File: config.mk
export PLATFORM = sky130hd
export DESIGN_NAME = fdc_cmd_phase
export DESIGN_NICKNAME = d
export VERILOG_FILES = /design/src/logic/fdc_cmd_pkg.sv /design/src/logic/fdc_cmd_phase.sv
export SDC_FILE = /design/constraint.sdc
export NUM_CORES = 1
export LEC_CHECK = 0
export BUFFER_PORTS_ARGS = -buffer_cell sky130_fd_sc_hd__buf_2
export CAP_MARGIN = 20
export CORE_MARGIN = 2
export CORE_UTILIZATION = 56
export DETAILED_ROUTE_END_ITERATION = 12
export PLACE_DENSITY_LB_ADDON = 0.12
export SLEW_MARGIN = 20
export SYNTH_ARGS = -nofsm -noshare
export SYNTH_HDL_FRONTEND = slang
export SYNTH_SLANG_ARGS = --single-unit
File: constraint.sdc
create_clock -name core_clk_i -period 9.4 [get_ports core_clk_i]
set_input_delay 1.41 -clock core_clk_i [delete_from_list [all_inputs] [get_ports core_clk_i]]
set_output_delay 1.41 -clock core_clk_i [all_outputs]
set_load 0.01 [all_outputs]
File: src/logic/fdc_cmd_pkg.sv
`default_nettype none
package fdc_cmd_pkg;

    // ****************************************************************
    // Command codes and masks
    // ****************************************************************
    localparam logic [7:0] CMD_READ_ID    = 8'h0a;
    localparam logic [7:0] MASK_DENSITY   = 8'hbf;
    localparam logic [7:0] CMD_LOCK       = 8'h14;
    localparam logic [7:0] MASK_LOCK      = 8'h7f;
    localparam logic [7:0] CMD_DUMPREG    = 8'h0e;
    localparam logic [7:0] CMD_CONFIGURE  = 8'h13;
    localparam logic [7:0] CMD_FORMAT     = 8'h0d;
    localparam logic [4:0] XFER_READ      = 5'h06;
    localparam logic [4:0] XFER_READ_DEL  = 5'h0c;
    localparam logic [4:0] XFER_WRITE     = 5'h05;
    localparam logic [4:0] XFER_WRITE_DEL = 5'h09;
    localparam logic [4:0] XFER_VERIFY    = 5'h16;

    // ****************************************************************
    // Byte counts, byte positions and bit positions
    // ****************************************************************
    localparam logic [3:0] LEN_INVALID   = 4'h0;
    localparam logic [3:0] LEN_ONE       = 4'h1;
    localparam logic [3:0] LEN_READ_ID   = 4'h2;
    localparam logic [3:0] LEN_CONFIGURE = 4'h4;
    localparam logic [3:0] LEN_FORMAT    = 4'h6;
    localparam logic [3:0] LEN_XFER      = 4'h9;
    localparam logic [3:0] RES_LEN_ONE   = 4'h1;
    localparam logic [3:0] RES_LEN_XFER  = 4'h7;
    localparam logic [3:0] RES_LEN_DUMP  = 4'ha;
    localparam int P_DRIVE   = 1;
    localparam int P_CYL     = 2;
    localparam int P_HEAD    = 3;
    localparam int P_REC     = 4;
    localparam int P_SIZE    = 5;
    localparam int P_EOT     = 6;
    localparam int P_GPL     = 7;
    localparam int P_DTL     = 8;
    localparam int F_SIZE    = 2;
    localparam int F_SC      = 3;
    localparam int CFG_FEAT  = 2;
    localparam int CFG_PRE   = 3;
    localparam int EIS_BIT   = 6;
    localparam int LOCK_BIT  = 7;
    localparam int DENS_BIT  = 6;
    localparam int HEAD_BIT  = 2;
    localparam logic [7:0] INVALID_ST0 = 8'h80;
    localparam logic [14:0] SECTOR_BASE = 15'h0080;
    localparam logic [7:0] SECTOR_CODE_MAX = 8'h07;

    // ****************************************************************
    // Reset values
    // ****************************************************************
    localparam logic [7:0] FEAT_RST   = 8'h00;
    localparam logic [7:0] PRE_RST    = 8'h00;
    localparam logic [7:0] SCEOT_RST  = 8'h00;
    localparam logic [7:0] BYTE_RST   = 8'h00;

    // ****************************************************************
    // Types
    // ****************************************************************
    typedef enum logic [2:0] {
        ST_CMD, ST_PARAM, ST_DISPATCH, ST_SEEK, ST_EXEC, ST_RESULT
    } phase_t;

    typedef struct packed {
        logic [7:0] cyl;
        logic [7:0] head;
        logic [7:0] rec;
        logic [7:0] size;
    } id_field_t;

    typedef struct packed {
        logic [7:0] st0;
        logic [7:0] st1;
        logic [7:0] st2;
    } exec_status_t;

    typedef struct packed {
        logic       rqm;
        logic       dio;
        logic       cmd_busy;
        logic [3:0] drv_busy;
    } main_status_t;

    typedef struct packed {
        logic [3:0][7:0] pcn;
        logic [7:0]      srt_hut;
        logic [7:0]      hlt_nd;
    } dump_cfg_t;

    typedef struct packed {
        logic [7:0] cmd;
        logic [1:0] drive;
        logic       head;
        logic       double_density_select;
        id_field_t  target;
        logic [7:0] final_sector_number;
        logic [7:0] gap;
        logic [7:0] dtl;
    } exec_req_t;

endpackage : fdc_cmd_pkg
`default_nettype wire

File: src/logic/fdc_cmd_phase.sv
// How it works
// - Read-identifier captures first good ID found, reported after three status bytes.
// - Unknown command code is a no-op: standby, single status byte 80H.
// - Dump byte holds sector count after format, final sector after transfers.
// - Drive select bits stay internal; host keeps output register consistent.
// - All transfer commands share parameters and results; low five bits differ.
// - With implied seek enabled, a seek precedes each data transfer automatically.
// - Drive busy flag of addressed drive is set during the seek portion.
// - Failed implied seek reports error status zero and failing cylinder.
// - Sector size code n selects 128 shifted left by n bytes, up to 16K.
`timescale 1ns/1ps
`default_nettype none
module fdc_cmd_phase
    import fdc_cmd_pkg::*;
(
    input  wire logic         core_clk_i,
    input  wire logic         reset_n_i,
    input  wire logic         host_wr_i,
    input  wire logic [7:0]   host_wdata_i,
    input  wire logic         host_rd_i,
    output main_status_t      msr_o,
    output logic [7:0]        res_byte_o,
    output logic              standby_o,
    output logic              implied_seek_o,
    output logic [14:0]       sector_bytes_o,
    output logic              seek_req_o,
    output logic [1:0]        seek_drive_o,
    output logic [7:0]        seek_cyl_o,
    input  wire logic         seek_done_i,
    input  wire logic         seek_fail_i,
    input  wire logic [7:0]   seek_st0_i,
    input  wire logic [7:0]   seek_fail_cyl_i,
    output logic              exec_req_o,
    output exec_req_t         exec_o,
    input  wire logic         exec_done_i,
    input  wire exec_status_t exec_status_i,
    input  wire id_field_t    exec_id_i,
    input  wire dump_cfg_t    dump_cfg_i
);

    // ****************************************************************
    // Reset release
    // ****************************************************************
    logic rst_meta_q;
    logic rst_n_q;

    always_ff @(posedge core_clk_i or negedge reset_n_i) begin
        if (!reset_n_i) begin
            rst_meta_q <= 1'b0;
            rst_n_q    <= 1'b0;
        end else begin
            rst_meta_q <= 1'b1;
            rst_n_q    <= rst_meta_q;
        end
    end

    // ****************************************************************
    // Decoding
    // ****************************************************************
    function automatic logic is_xfer(input logic [7:0] c);
        logic [4:0] lo;
        lo = c[4:0];
        // Only the low five bits tell the transfer commands apart.
        return (lo == XFER_READ) || (lo == XFER_READ_DEL) ||
               (lo == XFER_WRITE) || (lo == XFER_WRITE_DEL) ||
               (lo == XFER_VERIFY);
    endfunction : is_xfer

    function automatic logic [3:0] param_len(input logic [7:0] c);
        logic [3:0] n;
        n = LEN_INVALID;
        if ((c & MASK_DENSITY) == CMD_READ_ID) begin
            n = LEN_READ_ID;
        end else if ((c & MASK_LOCK) == CMD_LOCK) begin
            n = LEN_ONE;
        end else if (c == CMD_DUMPREG) begin
            n = LEN_ONE;
        end else if (c == CMD_CONFIGURE) begin
            n = LEN_CONFIGURE;
        end else if ((c & MASK_DENSITY) == CMD_FORMAT) begin
            n = LEN_FORMAT;
        end else if (is_xfer(c)) begin
            n = LEN_XFER;
        end
        return n;
    endfunction : param_len

    function automatic logic [14:0] sector_bytes(input logic [7:0] n);
        logic [2:0] code;
        // Codes above the largest size are clamped rather than wrapped.
        code = (n > SECTOR_CODE_MAX) ? SECTOR_CODE_MAX[2:0] : n[2:0];
        return SECTOR_BASE << code;
    endfunction : sector_bytes

    // ****************************************************************
    // Command state
    // ****************************************************************
    phase_t       phase_q, phase_d;
    logic [7:0]   prm_q [0:8];
    logic [7:0]   prm_d [0:8];
    logic [7:0]   res_q [0:9];
    logic [7:0]   res_d [0:9];
    logic [3:0]   cnt_q, cnt_d;
    logic [3:0]   len_q, len_d;
    logic [3:0]   ridx_q, ridx_d;
    logic [3:0]   rlen_q, rlen_d;
    logic         lock_q, lock_d;
    logic [7:0]   feat_q, feat_d;
    logic [7:0]   pre_q, pre_d;
    logic [7:0]   sceot_q, sceot_d;
    logic         stby_q, stby_d;
    logic [14:0]  sec_q, sec_d;
    exec_req_t    exec_q, exec_d;
    main_status_t msr_d;
    logic [7:0]   rbyte_d;

    always_comb begin
        phase_d = phase_q;
        prm_d   = prm_q;
        res_d   = res_q;
        cnt_d   = cnt_q;
        len_d   = len_q;
        ridx_d  = ridx_q;
        rlen_d  = rlen_q;
        lock_d  = lock_q;
        feat_d  = feat_q;
        pre_d   = pre_q;
        sceot_d = sceot_q;
        stby_d  = stby_q;
        sec_d   = sec_q;
        exec_d  = exec_q;
        case (phase_q)
            ST_CMD: begin
                if (host_wr_i) begin
                    prm_d[0] = host_wdata_i;
                    len_d    = param_len(host_wdata_i);
                    cnt_d    = LEN_ONE;
                    stby_d   = 1'b0;
                    if (param_len(host_wdata_i) == LEN_INVALID) begin
                        res_d[0] = INVALID_ST0;
                        rlen_d   = RES_LEN_ONE;
                        ridx_d   = 4'h0;
                        stby_d   = 1'b1;
                        phase_d  = ST_RESULT;
                    end else if (param_len(host_wdata_i) == LEN_ONE) begin
                        phase_d = ST_DISPATCH;
                    end else begin
                        phase_d = ST_PARAM;
                    end
                end
            end
            ST_PARAM: begin
                if (host_wr_i) begin
                    prm_d[cnt_q] = host_wdata_i;
                    cnt_d        = cnt_q + 4'h1;
                    if (cnt_q + 4'h1 == len_q) begin
                        phase_d = ST_DISPATCH;
                    end
                end
            end
            ST_DISPATCH: begin
                ridx_d = 4'h0;
                exec_d.cmd   = prm_q[0];
                exec_d.drive = prm_q[P_DRIVE][1:0];
                exec_d.head  = prm_q[P_DRIVE][HEAD_BIT];
                exec_d.double_density_select = prm_q[0][DENS_BIT];
                exec_d.target = {prm_q[P_CYL], prm_q[P_HEAD],
                                 prm_q[P_REC], prm_q[P_SIZE]};
                exec_d.final_sector_number = prm_q[P_EOT];
                exec_d.gap = prm_q[P_GPL];
                exec_d.dtl = prm_q[P_DTL];
                if ((prm_q[0] & MASK_LOCK) == CMD_LOCK) begin
                    lock_d   = prm_q[0][LOCK_BIT];
                    res_d[0] = {3'h0, prm_q[0][LOCK_BIT], 4'h0};
                    rlen_d   = RES_LEN_ONE;
                    phase_d  = ST_RESULT;
                end else if (prm_q[0] == CMD_DUMPREG) begin
                    for (int i = 0; i < 4; i++) begin
                        res_d[i] = dump_cfg_i.pcn[i];
                    end
                    res_d[4] = dump_cfg_i.srt_hut;
                    res_d[5] = dump_cfg_i.hlt_nd;
                    res_d[6] = sceot_q;
                    res_d[7] = {lock_q, 7'h00};
                    res_d[8] = {1'b0, feat_q[6:0]};
                    res_d[9] = pre_q;
                    rlen_d   = RES_LEN_DUMP;
                    phase_d  = ST_RESULT;
                end else if (prm_q[0] == CMD_CONFIGURE) begin
                    feat_d  = prm_q[CFG_FEAT];
                    pre_d   = prm_q[CFG_PRE];
                    phase_d = ST_CMD;
                end else if ((prm_q[0] & MASK_DENSITY) == CMD_FORMAT) begin
                    sceot_d = prm_q[F_SC];
                    sec_d   = sector_bytes(prm_q[F_SIZE]);
                    exec_d.target.size = prm_q[F_SIZE];
                    phase_d = ST_EXEC;
                end else if (is_xfer(prm_q[0])) begin
                    sceot_d = prm_q[P_EOT];
                    sec_d   = sector_bytes(prm_q[P_SIZE]);
                    phase_d = feat_q[EIS_BIT] ? ST_SEEK : ST_EXEC;
                end else begin
                    phase_d = ST_EXEC;
                end
            end
            ST_SEEK: begin
                if (seek_done_i) begin
                    if (seek_fail_i) begin
                        res_d[0] = seek_st0_i;
                        res_d[1] = BYTE_RST;
                        res_d[2] = BYTE_RST;
                        res_d[3] = seek_fail_cyl_i;
                        res_d[4] = prm_q[P_HEAD];
                        res_d[5] = prm_q[P_REC];
                        res_d[6] = prm_q[P_SIZE];
                        rlen_d   = RES_LEN_XFER;
                        phase_d  = ST_RESULT;
                    end else begin
                        phase_d = ST_EXEC;
                    end
                end
            end
            ST_EXEC: begin
                if (exec_done_i) begin
                    res_d[0] = exec_status_i.st0;
                    res_d[1] = exec_status_i.st1;
                    res_d[2] = exec_status_i.st2;
                    res_d[3] = exec_id_i.cyl;
                    res_d[4] = exec_id_i.head;
                    res_d[5] = exec_id_i.rec;
                    res_d[6] = exec_id_i.size;
                    rlen_d   = RES_LEN_XFER;
                    phase_d  = ST_RESULT;
                end
            end
            ST_RESULT: begin
                if (host_rd_i) begin
                    ridx_d = ridx_q + 4'h1;
                    if (ridx_q + 4'h1 == rlen_q) begin
                        phase_d = ST_CMD;
                    end
                end
            end
            default: begin
                phase_d = ST_CMD;
            end
        endcase
        // Status is registered from next values so it never lags a phase.
        msr_d.rqm      = (phase_d == ST_CMD) || (phase_d == ST_PARAM) ||
                         (phase_d == ST_RESULT);
        msr_d.dio      = (phase_d == ST_RESULT);
        msr_d.cmd_busy = (phase_d != ST_CMD);
        msr_d.drv_busy = 4'h0;
        if (phase_d == ST_SEEK) begin
            msr_d.drv_busy[exec_d.drive] = 1'b1;
        end
        rbyte_d = (phase_d == ST_RESULT) ? res_d[ridx_d] : BYTE_RST;
    end

    always_ff @(posedge core_clk_i or negedge rst_n_q) begin
        if (!rst_n_q) begin
            phase_q        <= ST_CMD;
            for (int i = 0; i < 9; i++) begin
                prm_q[i] <= BYTE_RST;
            end
            for (int i = 0; i < 10; i++) begin
                res_q[i] <= BYTE_RST;
            end
            cnt_q          <= 4'h0;
            len_q          <= 4'h0;
            ridx_q         <= 4'h0;
            rlen_q         <= 4'h0;
            lock_q         <= 1'b0;
            feat_q         <= FEAT_RST;
            pre_q          <= PRE_RST;
            sceot_q        <= SCEOT_RST;
            stby_q         <= 1'b0;
            sec_q          <= SECTOR_BASE;
            exec_q         <= '0;
            msr_o          <= '{rqm: 1'b1, dio: 1'b0, cmd_busy: 1'b0,
                                drv_busy: 4'h0};
            res_byte_o     <= BYTE_RST;
            seek_req_o     <= 1'b0;
            exec_req_o     <= 1'b0;
        end else begin
            phase_q        <= phase_d;
            prm_q          <= prm_d;
            res_q          <= res_d;
            cnt_q          <= cnt_d;
            len_q          <= len_d;
            ridx_q         <= ridx_d;
            rlen_q         <= rlen_d;
            lock_q         <= lock_d;
            feat_q         <= feat_d;
            pre_q          <= pre_d;
            sceot_q        <= sceot_d;
            stby_q         <= stby_d;
            sec_q          <= sec_d;
            exec_q         <= exec_d;
            msr_o          <= msr_d;
            res_byte_o     <= rbyte_d;
            seek_req_o     <= (phase_d == ST_SEEK);
            exec_req_o     <= (phase_d == ST_EXEC);
        end
    end

    assign standby_o      = stby_q;
    assign implied_seek_o = feat_q[EIS_BIT];
    assign sector_bytes_o = sec_q;
    assign seek_drive_o   = exec_q.drive;
    assign seek_cyl_o     = exec_q.target.cyl;
    assign exec_o         = exec_q;

endmodule : fdc_cmd_phase
`default_nettype wire

==> flow_metrics.tcl, run 1 <==
set metrics [dict create \
    synth_top_area_cell "dfrtp_1" \
    cap_viol_max_count 0 \
    setup.worst_path.end_class "flip-flop" \
    vias_per_cell 5.930 \
    synth_top_family_by_area "simple AND/OR/NAND/NOR gates" \
    clkLatencyLatePin_ps 560 \
    max-slew-margin-rel_pct 24.05 \
    synth.area.top_cells "dfrtp_1 (55%), nand2_1 (8.9%), mux2_2 (8.3%), a222oi_1 (3.8%), o21ai_0 (2.5%)" \
    drc_errors 0 \
    irDropWorstVdd_mv 0.1821 \
    syn_inst 1230 \
    tightest_slew_ps 1139 \
    cp-start-kind "input port" \
    drt_wl_total_um 35620 \
    wl_met3_um 2629 \
    yosysWarningCount 0 \
    overflow 0 \
    antenna_left 0 \
    max_freq_mhz 230.6 \
    die-area_um2 24280 \
    status "complete, no violations" \
    pre_cts_ws_ps 4590 \
    critical_path_class "in -> reg" \
    row_count 55 \
    initial_core_util_pct 57.00 \
    cts-root-buf "clkbuf_16" \
    multi_input_area_um2 5216 \
    die_x_um 155.8 \
    synth_mux_area_share_pct 10.69 \
    portBuffers 239 \
    tns_ps 0 \
    htreeDepth 1 \
    wl_met1_um 15570 \
    arrival_ps 4790 \
    final.setup.worst_slack_ps 5063 \
    powerDensity_nw_per_um2 294.5 \
    hold_viol_final 0 \
    routed.top_layer "met4" \
    crit_fanout 20 \
    post_cts_buffers 0 \
    reg2reg_depth 7 \
    netlist_area_um2 12910 \
    wire_per_inst_um 20.64 \
    dr.first_iter.drc_count 963 \
    grt_max_degree 83 \
    syn_to_final_growth_pct 16.72 \
    synthAdderAreaFrac_pct 0.4847 \
    synth_edf_count 0 \
    cts_buffers 29 \
    synth_simple_gate_area_share_pct 14.85 \
    seq_area_um2 7138 \
    fin_crit_ps 4337 \
    netlist.area_leader.share_pct 54.87 \
    dp_hpwl_um 24230 \
    grt_use_total_pct 29.24 \
    total_power_uw 4436 \
    cts.sinks 285 \
    finalMaxSlewViolations 0 \
    hp-class "reg -> reg" \
    hold_depth 0 \
    dieHeight_um 155.8 \
    drive_above_1_share_pct 28.11 \
    required_ps 9850 \
    grt_pass1_vias 9762 \
    async_reset_ff_share_pct 100.0 \
    ys_seq_area_share_pct 55.28 \
    drt_first_pass_iters 6 \
    wl_met2_um 16460 \
    ys_types 73 \
    setup_violations 0 \
    p_leak_uw 0.007964 \
    synth_compound_area_share_pct 12.91 \
    clock_skew_ps 10.07 \
    coreArea_um2 22640 \
    period_share_pct 46.13 \
    cts_hold_buffers 0 \
    synth-seq-cells 285 \
    grt_pass1_wl_um 55440 \
    fill_cells 1792 \
    yosys.area_share.xor_xnor_pct 0.9210 \
    cts.clk_slew.worst_paths_ps 60 \
    avgSynthCellArea_um2 10.49 \
    final_common_cell "nand2_1" \
    rsz0062_at_grt "no" \
    antenna_found_initial 0 \
    cts_tree "done" \
    dr_total_vias 10240 \
    synth_ff_type "dfrtp_1" \
    layout_common_cells "nand2_1 (307), dfrtp_1 (282), buf_2 (239), mux2_2 (95), o21ai_0 (65)" \
    io_pins 247 \
    antennaDiodeCount 0 \
    cts.repair.resized 0 \
    clock_path_buffers 3 \
    finalWeightedCongestion 0.8871 \
    nNetsFinal 1563 \
]
-- stage by stage --
step | cells | hold slack (ps) | util, % | instance area [um^2]
6_report | 1726 | 352.6 | 66.54 | 15060
5_1_grt | 1726 | 368.5 | 66.54 | 15060
4_1_cts | 1726 | 355.2 | 66.49 | 15050
3_5_place_dp | 1677 | 342.8 | 62.49 | 14150
3_3_place_gp | 1677 | 337.0 | 62.49 | 14150
2_1_floorplan | 1236 | 331.2 | - | 12930
-- metal layers --
layer | vias up | global-route usage [%]
met3 | 53 | 4.528
met5 | - | 0
li1 | 4690 | -
met2 | 418 | 44.82
met1 | 5074 | 43.29
met4 | 0 | 9.131
-- cell type report --
type	count	area share [%]
Clock inverter	6	0.5150
Sequential cell	285	47.38
Multi-Input combinational cell	811	34.63
Timing Repair Buffer	248	8.414
Inverter	48	1.196
Clock buffer	43	5.498
Tap cell	285	2.367
-- kinds of logic after synthesis --
logic type	Yosys count
AOI/OAI and AO/OA	226
xor gates and xnor gates	12
adders and majority gates	5
buffers and inverters	140
DFF	285
muxes	126
other	2
and+or+nand+nor	434
-- worst max-delay path, stage by stage --
cell      delay, ps
buf_2           350
nor4b_1         110
a22oi_1         400
and4_1          320
nor3b_2         250
o31a_1          730
inv_1           460
nor2_1          330
a221oi_1        150
a211oi_1        260
-- power breakdown --
part / internal, uW / switching [uW]
clock network: 636 / 482
registers: 1530 / 296
logic: 575 / 916
-- flip-flops by register name, summed over array words and instances, names as in the netlist --
register,cells
res_q,80
prm_q,67
exec_o,57
pre_q,8
res_byte_o,8
sceot_q,8
sector_bytes_o,8
seek_cyl_o,8
feat_q,7
msr_o,7
cnt_q,4
len_q,4
ridx_q,4
rlen_q,4
phase_q,3
seek_drive_o,2
exec_req_o,1
lock_q,1
rst_meta_q,1
rst_n_q,1
seek_req_o,1
standby_o,1
-- Yosys cell counts (16+ instances only) --
cell type / instances
o21ai_0: 65
nand3_1: 16
nand2_1: 307
mux2i_1: 31
clkbuf_1: 51
a222oi_1: 49
nor2_1: 37
a21oi_1: 26
buf_2: 18
dfrtp_1: 283
mux2_2: 95
inv_1: 45
buf_4: 19
-- path summary, 6_finish.rpt --
path	slack (ps)	startpoint	endpoint
worst max-delay path	5060	host_wdata_i[0]	res_byte_o[4]
worst min register to register	350	rst_meta_q	rst_n_q
worst min-delay path	350	rst_meta_q	rst_n_q
min in group asynchronous	430	rst_n_q	exec_o[36]
worst max register to register	5180	phase_q[0]	res_byte_o[4]
max in group asynchronous	7500	rst_n_q	cnt_q[3]
No activity file was read; power rests on OpenSTA's default activity.
==> run 2: changes to the inputs <==
--- a/config.mk
+++ b/config.mk
@@ -8,7 +8,7 @@
 export BUFFER_PORTS_ARGS = -buffer_cell sky130_fd_sc_hd__buf_2
 export CAP_MARGIN = 20
 export CORE_MARGIN = 2
-export CORE_UTILIZATION = 56
+export CORE_UTILIZATION = 50
 export DETAILED_ROUTE_END_ITERATION = 12
 export PLACE_DENSITY_LB_ADDON = 0.12
 export SLEW_MARGIN = 20
==> constraint.sdc (replaced) <==
create_clock -name core_clk_i -period 3.6 [get_ports core_clk_i]
set_input_delay 0.54 -clock core_clk_i [delete_from_list [all_inputs] [get_ports core_clk_i]]
set_output_delay 0.54 -clock core_clk_i [all_outputs]
set_load 0.01 [all_outputs]
==> run 2 against run 1 <==
Against the previous run: clock skew rose by 2.4 ps; die area increased by 12%; final cell count rose by 4.2%; critical path type is now reg -> reg; hold slack lost 130 ps; critical path depth rose by 2; via count up 0.20%; register-to-register slack got worse by 4700 ps; sequential share of layout area down 1.5 points; global-route usage is 2.6 points lower; count of clock-buffer cells in the layout decreased by 8.
==> flow_metrics.tcl, run 2 (synthesized netlist as in run 1, its figures left out) <==
set metrics [dict create \
    crit_fanout 10 \
    critical_path_class "reg -> reg" \
    cts.clk_slew.worst_paths_ps 70 \
    instances_no_fill 1798 \
    cp_cell_sequence "inv_1 > ha_1 > xnor2_1 > nand2_1 > a2111oi_0 > buf_4 > o211ai_1 > o32ai_1 > inv_2 > nand4_1 > o32ai_1 > a31o_2" \
    hold_depth 3 \
    total_power_uw 12240 \
    arrival_ps 3600 \
    hold_path.startpoint "dump_cfg_i[13]" \
    vias_per_cell 5.704 \
    multi_input_area_um2 5216 \
    dpl.cell_count 1741 \
    critPathSlowestCell "dfrtp_1" \
    setup_violations 0 \
    path_common_cell "o32ai_1" \
    grt_use_total_pct 26.66 \
    final_common_cell "nand2_1" \
    coreArea_um2 25250 \
    grt_pass1_vias 9663 \
    drt_first_pass_iters 7 \
    routed.top_layer "met4" \
    max_freq_mhz 316.7 \
    initial_core_util_pct 51.10 \
    irDropWorstVdd_mv 0.4573 \
    clock_path_buffers 3 \
    powerDensity_nw_per_um2 787.3 \
    max-slew-margin-rel_pct 33.02 \
    wl_met3_um 2373 \
    top_register "res_q" \
    finalWeightedCongestion 0.8796 \
    period_share_pct 87.71 \
    portBuffers 239 \
    dieHeight_um 164.7 \
    required_ps 4040 \
    seq_area_um2 7138 \
    hold_viol_final 0 \
    cts.sinks 285 \
    clock_skew_ps 12.49 \
    fill_cells 2126 \
    rsz0062_at_grt "no" \
    timing.critical_path.from "cnt_q[0]" \
    setup.worst_path.end_class "flip-flop" \
    cts_tree "done" \
    nNetsFinal 1584 \
    wl_met2_um 16840 \
    tightest_slew_ps 1005 \
    dp_hpwl_um 25540 \
    drive_above_1_share_pct 29.90 \
    die_x_um 164.7 \
    io_pins 247 \
    largest_reg_flops 80 \
    rr_startpoint "cnt_q[0]" \
    dr.first_iter.drc_count 1012 \
    syn_to_final_growth_pct 20.46 \
    cts_buffers 30 \
    dr_total_vias 10260 \
    status "complete, no violations" \
    reg2reg_depth 12 \
    antenna_left 0 \
    finalMaxSlewViolations 0 \
    hp-class "in -> reg" \
    drc_errors 0 \
    p_leak_uw 0.008170 \
    cap_viol_max_count 0 \
    grt_max_degree 97 \
    row_count 58 \
    hold_slack_ps 224.8 \
    htreeDepth 1 \
    die-area_um2 27110 \
    cp-start-kind "flip-flop" \
    fin_crit_ps 3158 \
    grt_pass1_wl_um 55570 \
    drt_wl_total_um 36380 \
    cpPeakStageDelay_ps 480 \
    overflow 0 \
    layout_common_cells "nand2_1 (307), dfrtp_1 (282), buf_2 (239), mux2_2 (95), o21ai_0 (65)" \
    tns_ps 0 \
    antenna_found_initial 0 \
    wire_per_inst_um 20.24 \
    cts-root-buf "clkbuf_16" \
    final_core_util_pct 61.56 \
    antennaDiodeCount 0 \
    wl_met1_um 16530 \
    clkLatencyLatePin_ps 560 \
]
==> run 2: cell types whose count changed in the layout (fill, tap and decap cells not counted), sizes merged <==
cell	before	now
clkinv	3	7
bufinv	1	7
clkinvlp	0	6
clkbuf	43	35
inv	50	49
dlygate4sd3	0	1
buf	248	267
==> run 2: area by class of cell <==
| class | instances | area share (%) |
|---|---|---|
| clock inverter | 21 | 1.924 |
| multi-input combinational | 811 | 33.55 |
| tap | 330 | 2.656 |
| sequential | 285 | 45.92 |
| inverter | 48 | 1.159 |
| clock buffer | 35 | 5.280 |
| timing repair buffer | 268 | 9.513 |
==> run 2: path summary, 6_finish.rpt <==
kind	endpoint	slack (ps)
hold / removal	res_q[45]	220
min in group asynchronous	rst_n_q	300
hold reg to reg	exec_o[35]	320
setup reg to reg	res_byte_o[6]	440
max in group asynchronous	msr_o[6]	2330
setup / recovery	res_byte_o[6]	440
==> run 2: critical path: cells and delay by family (launching register included) <==
kind / cells / cell delay, ps
AOI/OAI and AO/OA: 5 / 1300
buffers and inverters: 3 / 540
DFF: 1 / 480
adders and majority gates: 1 / 330
and+or+nand+nor: 2 / 240
xor gates and xnor gates: 1 / 150
==> run 2: layer usage <==
layer / up-vias / global-route usage [%]
li1: 4749 / -
met1: 5091 / 39.30
met2: 370 / 41.82
met3: 45 / 4.093
met4: 0 / 6.324
met5: - / 0
==> run 2: what timing repair did <==
item                                   in CTS  in global routing
buffers inserted                            0                  0
endpoints found under the hold margin       2                  0
setup endpoints to repair                   0                  0
gates resized for setup                     0                  0
hold buffers                                1                  0
==> run 2: stage by stage <==
step                worst slack, ps  instance area, um^2
global placement              354.8                14410
detailed placement            302.9                14410
floorplan                     757.2                12930
global route                  127.1                15550
CTS                           400.7                15540
finish                        442.3                15550
==> run 2: report_power, final <==
| group | switching (uW) | internal [uW] |
|---|---|---|
| combinational | 2430 | 1610 |
| sequential | 753 | 3990 |
| clock | 1320 | 2130 |
| total | 4500 | 7740 |
==> run 3: changes to the inputs <==
--- a/config.mk
+++ b/config.mk
@@ -7,10 +7,13 @@
 export LEC_CHECK = 0
 export BUFFER_PORTS_ARGS = -buffer_cell sky130_fd_sc_hd__buf_2
 export CAP_MARGIN = 20
+export CORE_ASPECT_RATIO = 0.6
 export CORE_MARGIN = 2
 export CORE_UTILIZATION = 50
+export CTS_BUF_LIST = sky130_fd_sc_hd__clkbuf_8 sky130_fd_sc_hd__clkbuf_16
 export DETAILED_ROUTE_END_ITERATION = 12
 export PLACE_DENSITY_LB_ADDON = 0.12
+export REMOVE_ABC_BUFFERS = 1
 export SLEW_MARGIN = 20
 export SYNTH_ARGS = -nofsm -noshare
 export SYNTH_HDL_FRONTEND = slang
==> run 3 against run 2 <==
Against the previous run: wire length grew 1.5%; non-clock buffer count shrank 1; combinational power is essentially flat; via count grew 0.49%; sequential share of layout area grew 0.64 points; flip-flop and latch count is the same; largest cell class unchanged.
==> flow_metrics.tcl, run 3 (synthesized netlist as in run 1, its figures left out) <==
set metrics [dict create \
    fin_area_um2 15330 \
    overflow 0 \
    finalMaxSlewViolations 0 \
    coreArea_um2 25340 \
    clkLatencyLatePin_ps 550 \
    dpl_cell_area_um2 14420 \
    grt_use_total_pct 27.12 \
    critPathSlowestCell "or4b_1" \
    drc_errors 0 \
    die_x_um 211.4 \
    rr_startpoint "prm_q[64]" \
    antenna_left 0 \
    layout_common_cells "nand2_1 (307), dfrtp_1 (282), buf_2 (239), mux2_2 (95), o21ai_0 (65)" \
    drive_above_1_share_pct 28.84 \
    row_count 45 \
    powerDensity_nw_per_um2 761.9 \
    final.setup.worst_slack_ps 365.4 \
    die-area_um2 27160 \
    irDropWorstVdd_mv 0.4280 \
    hp-class "in -> reg" \
    htreeDepth 1 \
    pre_cts_ws_ps 223.8 \
    cp_top_family "compound AO/OA/AOI/OAI gates" \
    r2r_end "res_byte_o[7]" \
    seq_area_um2 7138 \
    portBuffers 239 \
    rsz0062_at_grt "no" \
    arrival_ps 3650 \
    fill_cells 2188 \
    dr.first_iter.drc_count 1124 \
    max-slew-margin-rel_pct 34.67 \
    total_power_uw 11680 \
    wire_per_inst_um 20.64 \
    grt_pass1_vias 9751 \
    cts-root-buf "clkbuf_16" \
    clock_path_buffers 3 \
    cts_tree "done" \
    timing.critical_path.from "prm_q[64]" \
    clock_skew_ps 17.25 \
    final_core_util_pct 60.52 \
    io_pins 247 \
    vias_per_cell 5.760 \
    cpPeakStageDelay_ps 660 \
    antenna_found_initial 0 \
    reg2reg_depth 8 \
    crit_buf_inv 0 \
    grt_pass1_wl_um 56910 \
    cts_buffers 27 \
    crit_end "res_byte_o[7]" \
    cts.clk_slew.worst_paths_ps 60 \
    grt_max_degree 92 \
    critical_path_class "reg -> reg" \
    top_register "res_q" \
    final_common_cell "nand2_1" \
    cap_viol_max_count 0 \
    tightest_slew_ps 964.7 \
    dr_total_vias 10310 \
    status "complete, no violations" \
    largest_reg_flops 80 \
    hold_viol_final 0 \
    period_share_pct 89.85 \
    dieHeight_um 128.5 \
    r2r_setup_slack_ps 370 \
    multi_input_area_um2 5210 \
    syn_to_final_growth_pct 18.81 \
    required_ps 4020 \
    p_leak_uw 0.008109 \
    nNetsFinal 1580 \
    max_freq_mhz 309.2 \
    crit_fanout 12 \
    fin_crit_ps 3235 \
    drt_wl_total_um 36920 \
    cp-start-kind "flip-flop" \
    dp_hpwl_um 25830 \
    drt_first_pass_iters 8 \
    setup.worst_path.end_class "flip-flop" \
    cts.sinks 285 \
    initial_core_util_pct 50.94 \
    antennaDiodeCount 0 \
    finalWeightedCongestion 0.8607 \
    setup_violations 0 \
    cp.depth 8 \
    path_common_cell "nor2_1" \
    cp_cell_sequence "or4b_1 > nor2_1 > o311a_1 > o21ai_0 > nor2_1 > nor3_1 > a311oi_1 > o31ai_1" \
]
-- run 3: area by class of cell --
class	instances	share of cell area [%]
Clock buffer	31	4.765
Clock inverter	18	1.061
Inverter	48	1.175
Multi-Input combinational cell	811	33.98
Sequential cell	285	46.55
Tap cell	329	2.685
Timing Repair Buffer	267	9.784
-- run 3: worst reg2reg max path: stages (launching register included) --
cell and delay, ps:
dfrtp_1 480, or4b_1 660, nor2_1 320, o311a_1 630, o21ai_0 330, nor2_1 180
nor3_1 60, a311oi_1 330, o31ai_1 120
-- run 3: routing by layer --
metal	wire length [um]	GRT usage [%]
met2	15720	39.26
met1	17660	42.06
met3	2879	6.004
met5	0	0
met4	655	5.302
-- run 3: how the worst min path moves through the flow --
stage | from | endpoint | slack (ps) | cells after the start
after floorplan | reset_n_i | rst_meta_q | 240 | 0
after CTS | dump_cfg_i[13] | res_q[45] | 230 | 3
after detailed placement | reset_n_i | rst_n_q | 330 | 1
after global placement | reset_n_i | rst_meta_q | 330 | 1
final | dump_cfg_i[13] | res_q[45] | 240 | 3
after global routing | exec_status_i[3] | res_q[59] | 260 | 3
-- run 3: report_power, final --
part | total, uW | switching, uW | leakage (uW) | internal [uW]
Combinational | 4020 | 2430 | 0.00380 | 1590
Clock | 2910 | 1240 | 0.000474 | 1660
Sequential | 4760 | 763 | 0.00383 | 3990
Total | 11700 | 4440 | 0.00811 | 7240
-- run 3: metrics by stage --
step | hold slack, ps | cells | TNS [ps]
after global routing | 255.0 | 1789 | 0
after detailed placement | 332.5 | 1738 | 0
final | 244.1 | 1789 | 0
after floorplan | 244.4 | 1144 | -1569310
after CTS | 231.2 | 1788 | 0
after global placement | 327.7 | 1738 | 0
-- run 3: repair_timing --
| item | in CTS | in global routing |
|---|---|---|
| hold endpoints to repair | 2 | 0 |
| setup endpoints to repair | 0 | 1 |
| resized for setup | 0 | 1 |
| hold buffers | 1 | 0 |
| buffers inserted | 0 | 0 |
